## config.mk

```make
export PLATFORM = sky130hd
export DESIGN_NAME = sfsg_guard
export DESIGN_NICKNAME = d
export VERILOG_FILES = /design/src/hdl/sfsg_pkg.sv /design/src/hdl/sfsg_guard.sv
export VERILOG_INCLUDE_DIRS = /design/src /design/src/hdl
export SDC_FILE = /design/constraint.sdc
export NUM_CORES = 1
export LEC_CHECK = 0
export BUFFER_PORTS_ARGS = -buffer_cell sky130_fd_sc_hd__buf_4
export CAP_MARGIN = 15
export CORE_MARGIN = 2
export CORE_UTILIZATION = 40
export DETAILED_ROUTE_END_ITERATION = 12
export HOLD_SLACK_MARGIN = 0.02
export PLACE_DENSITY = 0.74
export SLEW_MARGIN = 25
export SYNTH_ARGS = -nofsm -noshare
export SYNTH_HDL_FRONTEND = slang
export SYNTH_SLANG_ARGS = --single-unit
```

## constraint.sdc

```tcl
create_clock -name pclk -period 2.8 [get_ports pclk]
set_input_delay 0.56 -clock pclk [delete_from_list [all_inputs] [get_ports pclk]]
set_output_delay 0.56 -clock pclk [all_outputs]
set_load 0.02 [all_outputs]
```

## src/hdl/sfsg_regs.svh

```systemverilog
// register offsets, field positions and reset values of the section guard
`ifndef SFSG_REGS_SVH
`define SFSG_REGS_SVH

// ==========================================================
// address map
`define SFSG_APB_AW 12
`define SFSG_OFF_CTRL 12'h000
`define SFSG_OFF_LOCK 12'h004
`define SFSG_OFF_GEOM 12'h008

// ==========================================================
// fields
`define SFSG_CTRL_REENABLE 0
`define SFSG_STAT_BUSY 0
`define SFSG_STAT_ACTIVE 1
`define SFSG_STAT_STALL 2
`define SFSG_LOCK_W 4
`define SFSG_LOCK_RESET 4'hF
`define SFSG_LOCK_ALL1 4'hF
`define SFSG_LOCK_APP_LOW 0
`define SFSG_LOCK_APP_HIGH 1
`define SFSG_LOCK_BOOT_LOW 2
`define SFSG_LOCK_BOOT_HIGH 3
`define SFSG_GEOM_FUSE_LSB 0
`define SFSG_GEOM_START_LSB 16

// ==========================================================
// geometry
`define SFSG_FLASH_AW 13
`define SFSG_FLASH_WORDS 14'h2000
`define SFSG_TARGET_RESET 13'h0000

`endif

```

## src/hdl/sfsg_pkg.sv

```systemverilog
// types shared by the section guard and its users
package sfsg_pkg;

`include "sfsg_regs.svh"

   // ==========================================================
   // program-store operations
   typedef enum logic [1:0] {
      SFSG_OP_LOAD = 2'h0,
      SFSG_OP_ERASE = 2'h1,
      SFSG_OP_WRITE = 2'h2,
      SFSG_OP_NONE = 2'h3
   } sfsg_op_e;

   typedef logic [`SFSG_FLASH_AW-1:0] sfsg_addr_t;

   typedef struct packed {
      logic valid;
      sfsg_op_e op;
      sfsg_addr_t pc;
      sfsg_addr_t target;
   } sfsg_pst_s;

   // ==========================================================
   // operation state
   typedef enum logic [2:0] {
      SFSG_IDLE = 3'b001,
      SFSG_RUN_CONC = 3'b010,
      SFSG_RUN_HALT = 3'b100
   } sfsg_state_e;

endpackage : sfsg_pkg

```

## src/hdl/sfsg_guard.sv

```systemverilog
// selfprog flash section guard: lock bits, section decode, busy handling
//
// Implementation choices: the APB register port and the placing of the registers.
`timescale 1ns/1ns

module sfsg_guard
   import sfsg_pkg::*;
#(
   parameter int PAGE_W = 6,
   parameter sfsg_addr_t HALT_START = 13'h1C00,
   parameter logic [`SFSG_FLASH_AW:0] BOOT_MIN_WORDS = 14'h0080
) (
   input wire logic pclk,
   input wire logic presetn,
   input wire logic psel,
   input wire logic penable,
   input wire logic pwrite,
   input wire logic [`SFSG_APB_AW-1:0] paddr,
   input wire logic [31:0] pwdata,
   output logic [31:0] prdata,
   output logic pready,
   output logic pslverr,
   input wire logic [1:0] boot_size_fuses,
   input wire logic vectors_in_boot,
   input wire sfsg_pst_s pst,
   output logic pst_accept,
   output logic pst_refuse,
   output logic flash_start,
   output sfsg_op_e flash_op,
   output sfsg_addr_t flash_target,
   input wire logic flash_done,
   output logic cpu_stall,
   input wire sfsg_addr_t exec_pc,
   output logic fetch_block,
   output logic irq_disable,
   input wire sfsg_addr_t lpm_pc,
   input wire sfsg_addr_t lpm_addr,
   output logic lpm_allow,
   input wire logic prog_lock_we,
   input wire logic [`SFSG_LOCK_W-1:0] prog_lock_data,
   input wire logic chip_erase
);

   localparam int AW = `SFSG_FLASH_AW;
   localparam logic [AW:0] FLASH_WORDS = `SFSG_FLASH_WORDS;

   // ==========================================================
   // section geometry
   // fuse value 2'b11 gives the smallest boot section
   logic [AW:0] boot_words;
   logic [AW:0] boot_start_raw;
   sfsg_addr_t boot_start;
   assign boot_words = BOOT_MIN_WORDS << (~boot_size_fuses);
   assign boot_start_raw = FLASH_WORDS - boot_words;
   // a fuse/parameter clash must never put boot code in the concurrent part
   // the clamp costs one compare but keeps boot code out of the concurrent part
   assign boot_start = (boot_start_raw[AW-1:0] < HALT_START) ?
      HALT_START : boot_start_raw[AW-1:0];

   function automatic logic in_boot(input sfsg_addr_t a, input sfsg_addr_t s);
      in_boot = (a >= s);
   endfunction : in_boot

   function automatic logic in_halt(input sfsg_addr_t a);
      in_halt = (a[AW-1:PAGE_W] >= HALT_START[AW-1:PAGE_W]);
   endfunction : in_halt

   // ==========================================================
   // state
   logic [`SFSG_LOCK_W-1:0] lock_reg;
   logic [`SFSG_LOCK_W-1:0] lock_next;
   logic busy_reg;
   logic busy_next;
   sfsg_state_e state_reg;
   sfsg_state_e state_next;
   sfsg_addr_t target_reg;
   logic [31:0] prdata_reg;
   logic [31:0] prdata_next;
   logic accept_reg;
   logic refuse_reg;
   logic start_reg;
   sfsg_op_e op_reg;

   // ==========================================================
   // programming pins
   // chip erase and the pin-side lock write come from the serial or
   // parallel programming port, which does not run on pclk; every bit
   // passes three flops and a new level counts only once the second
   // and third flops agree, so a one-cycle glitch never reaches the locks
   // limitation: each bit is filtered on its own, so the lock data must
   // be steady on the pins before the write strobe rises and after it falls
   localparam int PIN_W = `SFSG_LOCK_W + 2;
   localparam int PIN_ERASE = `SFSG_LOCK_W + 1;
   localparam int PIN_WE = `SFSG_LOCK_W;
   logic [PIN_W-1:0] pin_raw;
   logic [PIN_W-1:0] pin_s1_reg;
   logic [PIN_W-1:0] pin_s2_reg;
   logic [PIN_W-1:0] pin_s3_reg;
   logic [PIN_W-1:0] pin_filt_reg;
   assign pin_raw = {chip_erase, prog_lock_we, prog_lock_data};

   genvar gi;
   generate
      for (gi = 0; gi < PIN_W; gi++) begin : g_pin_sync
         always_ff @(posedge pclk or negedge presetn) begin
            if (!presetn) begin
               pin_s1_reg[gi] <= 1'b0;
               pin_s2_reg[gi] <= 1'b0;
               pin_s3_reg[gi] <= 1'b0;
               pin_filt_reg[gi] <= 1'b0;
            end else begin
               pin_s1_reg[gi] <= pin_raw[gi];
               pin_s2_reg[gi] <= pin_s1_reg[gi];
               pin_s3_reg[gi] <= pin_s2_reg[gi];
               if (pin_s2_reg[gi] == pin_s3_reg[gi]) begin
                  pin_filt_reg[gi] <= pin_s3_reg[gi];
               end
            end
         end
      end
   endgenerate

   wire pin_erase = pin_filt_reg[PIN_ERASE];
   wire pin_lock_we = pin_filt_reg[PIN_WE];
   wire [`SFSG_LOCK_W-1:0] pin_lock_data = pin_filt_reg[`SFSG_LOCK_W-1:0];

   // ==========================================================
   // lock decode; zero means programmed
   // pair (high, low): 11 free, 10 no store, 00 no store and no cross load,
   // 01 no cross load; both pairs read the same way for their own section
   wire app_lock_low = lock_reg[`SFSG_LOCK_APP_LOW];
   wire app_lock_high = lock_reg[`SFSG_LOCK_APP_HIGH];
   wire boot_lock_low = lock_reg[`SFSG_LOCK_BOOT_LOW];
   wire boot_lock_high = lock_reg[`SFSG_LOCK_BOOT_HIGH];
   // modes 2 and 3 have the low bit programmed, 3 and 4 the high bit
   wire app_wr_lock = ~app_lock_low;
   wire app_rd_lock = ~app_lock_high;
   wire boot_wr_lock = ~boot_lock_low;
   wire boot_rd_lock = ~boot_lock_high;

   // ==========================================================
   // apb decode
   wire sel_ctrl = (paddr == `SFSG_OFF_CTRL);
   wire sel_lock = (paddr == `SFSG_OFF_LOCK);
   wire sel_geom = (paddr == `SFSG_OFF_GEOM);
   wire mapped = sel_ctrl | sel_lock | sel_geom;
   wire setup_rd = psel & ~penable & ~pwrite;
   wire acc_wr = psel & penable & pwrite & mapped;
   wire wr_ctrl = acc_wr & sel_ctrl;
   wire wr_lock = acc_wr & sel_lock;

   // no wait states: every transfer ends in its first access cycle
   assign pready = 1'b1;
   assign pslverr = psel & penable & ~mapped;

   wire idle = (state_reg == SFSG_IDLE);

   // read data is sampled in the setup cycle so it leaves a flop
   always_comb begin
      prdata_next = 32'h0000_0000;
      if (sel_ctrl) begin
         prdata_next[`SFSG_STAT_BUSY] = busy_reg;
         prdata_next[`SFSG_STAT_ACTIVE] = ~idle;
         prdata_next[`SFSG_STAT_STALL] = (state_reg == SFSG_RUN_HALT);
      end else if (sel_lock) begin
         prdata_next[`SFSG_LOCK_W-1:0] = lock_reg;
      end else if (sel_geom) begin
         prdata_next[`SFSG_GEOM_FUSE_LSB+:2] = boot_size_fuses;
         prdata_next[`SFSG_GEOM_START_LSB+:AW] = boot_start;
      end
   end

   // ==========================================================
   // lock bits: writes can only program (clear) bits
   wire [`SFSG_LOCK_W-1:0] sw_mask =
      wr_lock ? pwdata[`SFSG_LOCK_W-1:0] : `SFSG_LOCK_ALL1;
   wire [`SFSG_LOCK_W-1:0] pin_mask =
      pin_lock_we ? pin_lock_data : `SFSG_LOCK_ALL1;
   // only chip erase or presetn can return a programmed bit to one
   always_comb begin
      lock_next = lock_reg & sw_mask & pin_mask;
      if (pin_erase) begin
         lock_next = `SFSG_LOCK_RESET;
      end
   end

   // ==========================================================
   // program-store admission
   wire pc_boot = in_boot(pst.pc, boot_start);
   wire tgt_boot = in_boot(pst.target, boot_start);
   wire op_erase = (pst.op == SFSG_OP_ERASE);
   wire op_write = (pst.op == SFSG_OP_WRITE);
   wire op_prog = op_erase | op_write;
   wire op_load = (pst.op == SFSG_OP_LOAD);
   // any page may be aimed at; only the lock of its own section counts
   wire tgt_locked = tgt_boot ? boot_wr_lock : app_wr_lock;
   // the general memory lock is deliberately not an input here
   // a load needs idle too: a running erase or write owns the page buffer
   wire pst_go = pst.valid & pc_boot & idle & (op_prog | op_load)
      & ~(op_prog & tgt_locked);
   wire pst_no = pst.valid & ~pst_go;

   // ==========================================================
   // operation sequencing
   always_comb begin
      state_next = state_reg;
      case (state_reg)
         SFSG_IDLE: begin
            // a load changes no operation state: it fills the page buffer and clears the busy flag
            if (pst_go & op_prog) begin
               if (in_halt(pst.target)) begin
                  state_next = SFSG_RUN_HALT;
               end else begin
                  state_next = SFSG_RUN_CONC;
               end
            end
         end
         SFSG_RUN_CONC: begin
            if (flash_done) begin
               state_next = SFSG_IDLE;
            end
         end
         SFSG_RUN_HALT: begin
            if (flash_done) begin
               state_next = SFSG_IDLE;
            end
         end
         default: begin
            state_next = SFSG_IDLE;
         end
      endcase
   end

   // ==========================================================
   // section busy flag; a new start wins over a clear
   // a start in the same cycle as a clear must fence the section again,
   // otherwise concurrent code could run while its page is being changed
   wire busy_set = pst_go & op_prog;
   wire reenable = wr_ctrl & pwdata[`SFSG_CTRL_REENABLE] & idle;
   wire busy_clr = reenable | (pst_go & op_load);
   assign busy_next = busy_set | (busy_reg & ~busy_clr);

   // ==========================================================
   // flops; one register to a block keeps every reset list short
   always_ff @(posedge pclk or negedge presetn) begin
      if (!presetn) begin
         lock_reg <= `SFSG_LOCK_RESET;
      end else begin
         lock_reg <= lock_next;
      end
   end

   always_ff @(posedge pclk or negedge presetn) begin
      if (!presetn) begin
         busy_reg <= 1'b0;
      end else begin
         busy_reg <= busy_next;
      end
   end

   always_ff @(posedge pclk or negedge presetn) begin
      if (!presetn) begin
         state_reg <= SFSG_IDLE;
      end else begin
         state_reg <= state_next;
      end
   end

   // the page is latched at start so the core may reuse its pointer
   always_ff @(posedge pclk or negedge presetn) begin
      if (!presetn) begin
         target_reg <= `SFSG_TARGET_RESET;
      end else if (pst_go) begin
         target_reg <= pst.target;
      end
   end

   always_ff @(posedge pclk or negedge presetn) begin
      if (!presetn) begin
         op_reg <= SFSG_OP_NONE;
      end else if (pst_go) begin
         op_reg <= pst.op;
      end
   end

   // answers leave flops: the core sees them one cycle after its request
   always_ff @(posedge pclk or negedge presetn) begin
      if (!presetn) begin
         accept_reg <= 1'b0;
      end else begin
         accept_reg <= pst_go;
      end
   end

   always_ff @(posedge pclk or negedge presetn) begin
      if (!presetn) begin
         refuse_reg <= 1'b0;
      end else begin
         refuse_reg <= pst_no;
      end
   end

   always_ff @(posedge pclk or negedge presetn) begin
      if (!presetn) begin
         start_reg <= 1'b0;
      end else begin
         start_reg <= pst_go;
      end
   end

   always_ff @(posedge pclk or negedge presetn) begin
      if (!presetn) begin
         prdata_reg <= 32'h0000_0000;
      end else if (setup_rd) begin
         prdata_reg <= prdata_next;
      end
   end

   assign prdata = prdata_reg;
   assign pst_accept = accept_reg;
   assign pst_refuse = refuse_reg;
   assign flash_start = start_reg;
   assign flash_op = op_reg;
   assign flash_target = target_reg;

   // ==========================================================
   // cpu side gates
   // the stall follows the page latched at start, not the running code
   assign cpu_stall = (state_reg == SFSG_RUN_HALT);

   // concurrent code stays fenced until software re-enables it or an accepted load clears the busy flag
   // halting code is never fenced here; while it is written the core stalls
   wire exec_conc = ~in_halt(exec_pc);
   assign fetch_block = busy_reg & exec_conc;

   wire exec_boot = in_boot(exec_pc, boot_start);
   assign irq_disable = (app_rd_lock & vectors_in_boot & ~exec_boot)
      | (boot_rd_lock & ~vectors_in_boot & exec_boot);

   // ==========================================================
   // program-load admission
   wire lpm_src_boot = in_boot(lpm_pc, boot_start);
   wire lpm_dst_boot = in_boot(lpm_addr, boot_start);
   wire lpm_cross_app = lpm_src_boot & ~lpm_dst_boot & app_rd_lock;
   wire lpm_cross_boot = ~lpm_src_boot & lpm_dst_boot & boot_rd_lock;
   wire lpm_conc_busy = busy_reg & ~in_halt(lpm_addr);
   // loads inside one section are never limited by the locks
   // a halted core fetches nothing, so no load goes through either
   assign lpm_allow = ~(lpm_cross_app | lpm_cross_boot | lpm_conc_busy)
      & ~cpu_stall;

endmodule : sfsg_guard

```

==> impl_metrics.toml, run 1 <==
[floorplan]
die_w_um = 94.31
die_y_um = 94.31
core_sq_um = 7807
start_util_pct = 41.78
die_area_sq_um = 8893
num_rows = 32
ios = 183

[flow_run]
maxCapViolations = 0

[setup_path]
crit_family = "adder cells"
path_max_fanout = 5
startpoint_type = "input pin"
path_buf_inv = 2
r2r_setup_slack_ps = 410
path_cells = "buf_8 -> nand2b_4 -> ha_4 -> nand2_8 -> ha_4 -> o21a_1 -> o21ai_1 -> a21o_1 -> and3b_2 -> a211oi_4 -> buf_6"
crit_required_ps = 2240
path_class = "input pin to primary output"
endpoint_kind = "primary output"
cp_common_cell = "ha_4"
slowest_delay_ps = 290
cp.arrival_ps = 2390
worst_path_max_delay_cell = "ha_4"

[route]
drt_pass1_iterations = 4
via_count = 2751
wl_per_cell_um = 14.49
drtIter0Drc = 131
antenna_left = 0
via_per_inst = 4.939
drc = 0
wirelength_mm = 8.071

[cells_and_area]
nets = 605
diodes = 0
drive_gt1_share_pct = 47.91
mostFrequentLayoutCells = "buf_4, dfrtp_1, conb_1"
layout_commonest_cell = "buf_4"
multi_input_area_sq_um = 1897
largest_register_ffs = 13
fillers = 614
seqCellArea_sq_um = 1485
synthToLayoutAreaGrowth_pct = 50.59
stdcell_area_sq_um = 4912

[timing]
setup_violations = 2
timing.final.crit_share_pct = 105.4
fmaxAchievable_ghz = 0.3388
setup_slack_ps = -151.2
finalHoldViolCount = 0
layout_min_cycle_time_ps = 2951
slew_viol_final = 0
finClkSkew_ps = 6.906
worst_pin_slew_ps = 710.9
relSlewSlack_pct = 52.61
rsz0062_at_grt = "true"

[pwr]
clkPwrFrac_pct = 28.8
leakagePower_nw = 2.391
vdd_drop_max_v = 0.0005918
p_per_area_nw_per_um2 = 632.3
p_sw_share_pct = 29.96
p_int_mw = 2.175
pwr-share-comb_pct = 34.3
p_seq_share_pct = 36.9
switching_power_mw = 0.9306

[grt]
grt_pass1_vias = 2799
grt_overflow = 0
grt_max_degree = 60
grt_pass1_wl_mm = 12.54
grt_usage_pct = 18.30
antenna_found_initial = 0

[yosys]
synth_compound_area_share_pct = 12.97
synth_xor_area_share_pct = 0
synthTopCellsByArea = "dfrtp_1, ha_1, dfstp_2, buf_4, mux2_4"
synth_top_area_share_pct = 39.89
synth_cells = 287
async_flop_share_pct = 100.0
synth_edf_count = 0
synthAdderAreaFrac_pct = 12.58
synth_seq_cells = 59
synthFlopType = "dfrtp_1"
synth_top_cell_by_area = "dfrtp_1"
synth_area_per_cell_sq_um = 11.37
synth_simple_gate_area_share_pct = 14.31
synthesis.area_sq_um = 3262
synth_top_family_by_area = "simple AND/OR/NAND/NOR gates"
ys_warn_count = 0
ys_seq_area_share_pct = 45.53
muxShareOfSynthArea_pct = 7.365
synth_cell_types = 55

[clock_tree]
clk_pin_slew_ps = 60
root_buffer = "clkbuf_8"
max-clock-path-buffers = 2
numCtsBuffers = 9
postCtsHoldBufs = 0
tritoncts = "yes"
clk_latency_ps = 330
htree_levels = 3
clkSinkCount = 59

[placement]
routabilityCongestion = 0.8424
dpl-instance-area_sq_um = 4466
dp_hpwl_mm = 6.265
io_buffers = 131
post-place-ws_ps = -363.6

[status]
status = "complete, but fails checks"
violations = "negative setup slack"

[hold_path]
min_path_type = "input pin to asynchronous set/reset pin"
## timing repair
action | CTS | global route
setup endpoints to repair | 9 | 21
gates resized for setup | 26 | 11
pin swaps | 11 | 3
buffers inserted | 2 | 1
## power groups by stage
stage,clock [mW],sequential [mW],combinational (mW)
final,0.894,1.15,1.07
after global routing,0.960,1.17,1.14
after CTS,0.916,1.15,1.05
after detailed placement,0,1.16,1.01
after global placement,0,1.15,0.983
after floorplan,0,1.27,0.457
## cells by family (layout without fill, tap and decap cells)
family	Yosys count	after routing
DFF	59	59
AOI/OAI and AO/OA	55	55
muxes	19	19
other	2	33
buffers and inverters	35	172
adders and majority gates	34	34
and+or+nand+nor	83	83
## per-layer routing
metal  track usage (%)  wire [um]  vias to the layer above
li1                  -          -                     1337
met1             22.18       3338                     1282
met2             31.79       3984                      122
met3             3.291        624                       10
met4             8.092        123                        0
met5                 0          0                        -
## worst paths after layout
kind,startpoint,endpoint,cells past startpoint
worst max-delay path,boot_size_fuses[0],lpm_allow,11
max in group asynchronous,presetn,pin_filt_reg[0],1
min in group pclk,prog_lock_data[1],pin_s1_reg[1],1
worst min-delay path,presetn,pin_s1_reg[4],1
worst max register to register,state_reg[0],flash_target[0],5
worst min register to register,pin_s1_reg[0],pin_s2_reg[0],0
## layout make-up
type | instances | area share (%)
multi-input cells | 224 | 38.61
clock buffers | 13 | 3.439
flip-flops and latches | 59 | 30.23
inverters | 9 | 0.6877
clock inverters | 3 | 1.401
well taps | 102 | 2.598
repair buffers | 147 | 23.03
## stage by stage
| stage | setup TNS (ps) | total power [mW] | hold slack [ps] | std cells | util [%] |
|---|---|---|---|---|---|
| 2_1_floorplan | -1377 | 1.726 | 264.4 | 318 | - |
| 3_3_place_gp | -6198 | 2.130 | 331.5 | 538 | 57.20 |
| 3_5_place_dp | -6550 | 2.162 | 335.5 | 538 | 57.20 |
| 4_1_cts | -325.7 | 3.108 | 300.9 | 556 | 62.23 |
| 5_1_grt | -1390 | 3.272 | 316.1 | 557 | 62.92 |
| 6_report | -269.6 | 3.106 | 283.0 | 557 | 62.92 |
## worst reg2reg max path, stage by stage, from the launching register on
cell and delay, ps:
dfstp_2 560, or3b_4 420, or3b_4 410, a2111oi_4 330, buf_12 220, mux2_2 340
## Yosys cell counts (2+ instances only)
master and number:
dfrtp_1 52, ha_1 28, buf_4 24, nand2_1 18, nor2_1 18, o21ai_0 10, inv_1 9, mux2_2 8
mux2_4 8, dfstp_2 7, nand2b_1 7, a21o_1 6, a21oi_1 6, maj3_1 6, nand3_1 5, nor3_1 5
nor4_1 5, nor4b_1 4, o221ai_1 4, o31ai_1 4, mux2i_1 3, o211ai_1 3, o21a_1 3, a2111oi_0 2
a211oi_1 2, a32o_1 2, a41o_1 2, and3_1 2, conb_1 2, nor2b_1 2, o211a_1 2, or3b_4 2
or4_1 2, or4b_1 2, or4b_2 2
No activity file was read; power rests on OpenSTA's default activity.
==> inputs of run 2 (changes only) <==
==> constraint.sdc (replaced) <==
create_clock -name pclk -period 2.8 [get_ports pclk]
set_input_delay 0.28 -clock pclk [delete_from_list [all_inputs] [get_ports pclk]]
set_output_delay 0.28 -clock pclk [all_outputs]
set_load 0.02 [all_outputs]
==> run 2 against run 1 <==
Compared with the run above:
- the run now ends clean
- via count down 0.36%
- clock power decreased by 3.8%
- maximum frequency increased by 12%
- wire length down 1.8%
- total power decreased by 3.6%
- critical path depth up 2
- combinational power fell by 7%
- sequential power about the same
- setup slack improved by 300 ps
- die area did not move
- largest cell class unchanged
- largest power group unchanged
==> impl_metrics.toml, run 2 (synthesized netlist as in run 1, its figures left out) <==
[status]
status = "finished, final reports clean"

[floorplan]
core_sq_um = 7807
ios = 183
die_y_um = 94.31
die_area_sq_um = 8893
num_rows = 32
die_w_um = 94.31
start_util_pct = 41.78

[placement]
dpl-instance-area_sq_um = 4422
routabilityCongestion = 0.7935
post-place-ws_ps = -96.78
dp_cells = 533
dp_hpwl_mm = 6.444
io_buffers = 131

[grt]
grt_overflow = 0
grt_max_degree = 60
grt_pass1_wl_mm = 12.32
grt_pass1_vias = 2691
antenna_found_initial = 0
grt_usage_pct = 17.87

[route]
wl_per_cell_um = 14.46
drt_pass1_iterations = 4
via_per_inst = 5.002
via_count = 2741
wirelength_mm = 7.923
drtIter0Drc = 92
antenna_left = 0
drc = 0

[setup_path]
path_max_fanout = 4
cp_common_cell = "buf_4"
worst_path_max_delay_cell = "a2111oi_1"
cp.arrival_ps = 2370
endpoint_kind = "primary output"
startpoint_type = "input pin"
path_class = "input pin to primary output"
slowest_delay_ps = 440
crit_required_ps = 2520
path_cells = "buf_4 -> nand2b_4 -> ha_4 -> nand2_1 -> nand2_4 -> buf_12 -> ha_1 -> o21a_1 -> o21ai_0 -> a21o_1 -> a2111oi_1 -> a211oi_2 -> buf_4"

[cells_and_area]
stdcell_area_sq_um = 4653
fillers = 642
synthToLayoutAreaGrowth_pct = 42.65
diodes = 0
final_cells = 548
mostFrequentLayoutCells = "buf_4, dfrtp_1, conb_1"
layout_commonest_cell = "buf_4"
nets = 597
drive_gt1_share_pct = 42.38
largest_register_ffs = 13

[pwr]
power.total_mw = 2.995
p_per_area_nw_per_um2 = 643.6
leakagePower_nw = 2.324
vdd_drop_max_v = 0.0004606

[timing]
finalHoldViolCount = 0
timing.final.crit_share_pct = 94.53
hold_ws_ps = 12.95
slew_viol_final = 0
setup_slack_ps = 153.3
fmaxAchievable_ghz = 0.3778
finClkSkew_ps = 7.301
worst_pin_slew_ps = 733.1
setup_violations = 0
rsz0062_at_grt = "false"
relSlewSlack_pct = 49.87
layout_min_cycle_time_ps = 2647

[clock_tree]
root_buffer = "clkbuf_8"
numCtsBuffers = 9
htree_levels = 3
tritoncts = "yes"
postCtsHoldBufs = 0
clkSinkCount = 59
clk_pin_slew_ps = 70
max-clock-path-buffers = 2
clk_latency_ps = 330

[flow_run]
maxCapViolations = 0

[hold_path]
min_path_type = "input pin to asynchronous set/reset pin"
## run 2: cell types whose count changed in the layout (fill, tap and decap cells not counted), moves of 4 or more
cell     delta
o21ai_0     +4
buf_4       -6
nor4b_1     +4
ha_4        -4
ha_1        +4
nor4b_2     -4
## run 2: cell type report
type | instances | area (sq um) | area share, %
Clock buffer | 11 | 151.4 | 3.254
Clock inverter | 4 | 73.82 | 1.586
Inverter | 9 | 33.78 | 0.7260
Multi-Input combinational cell | 224 | 1713 | 36.81
Sequential cell | 59 | 1485 | 31.92
Tap cell | 102 | 127.6 | 2.743
Timing Repair Buffer | 139 | 1069 | 22.96
## run 2: worst max-delay path, delay by kind of cell
| kind | cells | cell delay [ps] |
|---|---|---|
| buf+inv | 3 | 430 |
| fa+ha+maj | 2 | 420 |
| compound gates | 5 | 870 |
| simple gates | 3 | 350 |
## run 2: per-layer routing
| metal | part of all wire [%] | global-route usage [%] | wire (um) | vias up |
|---|---|---|---|---|
| met2 | 51 | 31.31 | 4012 | 121 |
| met1 | 40 | 21.24 | 3184 | 1296 |
| met4 | 0.63 | 6.884 | 50 | 0 |
| met5 | 0 | 0 | 0 | - |
| met3 | 8.5 | 4.173 | 676 | 6 |
| li1 | - | - | - | 1318 |
## run 2: where the power goes
| group | total [mW] | switching, mW | internal [mW] |
|---|---|---|---|
| Clock | 0.860 | 0.315 | 0.545 |
| Combinational | 0.990 | 0.471 | 0.519 |
| Sequential | 1.14 | 0.113 | 1.03 |
| Total | 2.99 | 0.899 | 2.10 |
## run 2: path summary, 6_finish.rpt
| kind | cells past startpoint | end | slack [ps] | from |
|---|---|---|---|---|
| worst max-delay path | 13 | lpm_allow | 150 | boot_size_fuses[0] |
| worst min-delay path | 1 | pin_s3_reg[5] | 10 | presetn |
| worst max register to register | 5 | flash_target[11] | 410 | state_reg[0] |
| worst min register to register | 0 | pin_s2_reg[1] | 350 | pin_s1_reg[1] |
| max in group asynchronous | 1 | flash_target[9] | 2320 | presetn |
| min in group pclk | 1 | pin_s1_reg[0] | 60 | prog_lock_data[0] |
## run 2: repair_timing
| item | 4_1_cts | 5_1_grt |
|---|---|---|
| buffers inserted | 0 | 0 |
| hold endpoints to repair | 0 | 0 |
| setup endpoints to repair | 0 | 1 |
| gates resized for setup | 0 | 2 |
## run 2: stage by stage
stage / utilization [%] / TNS (ps)
after detailed placement: 56.63 / -1092
after CTS: 59.52 / 0
after global placement: 56.63 / -445.4
after global routing: 59.60 / 0
after floorplan: - / 0
final: 59.60 / 0
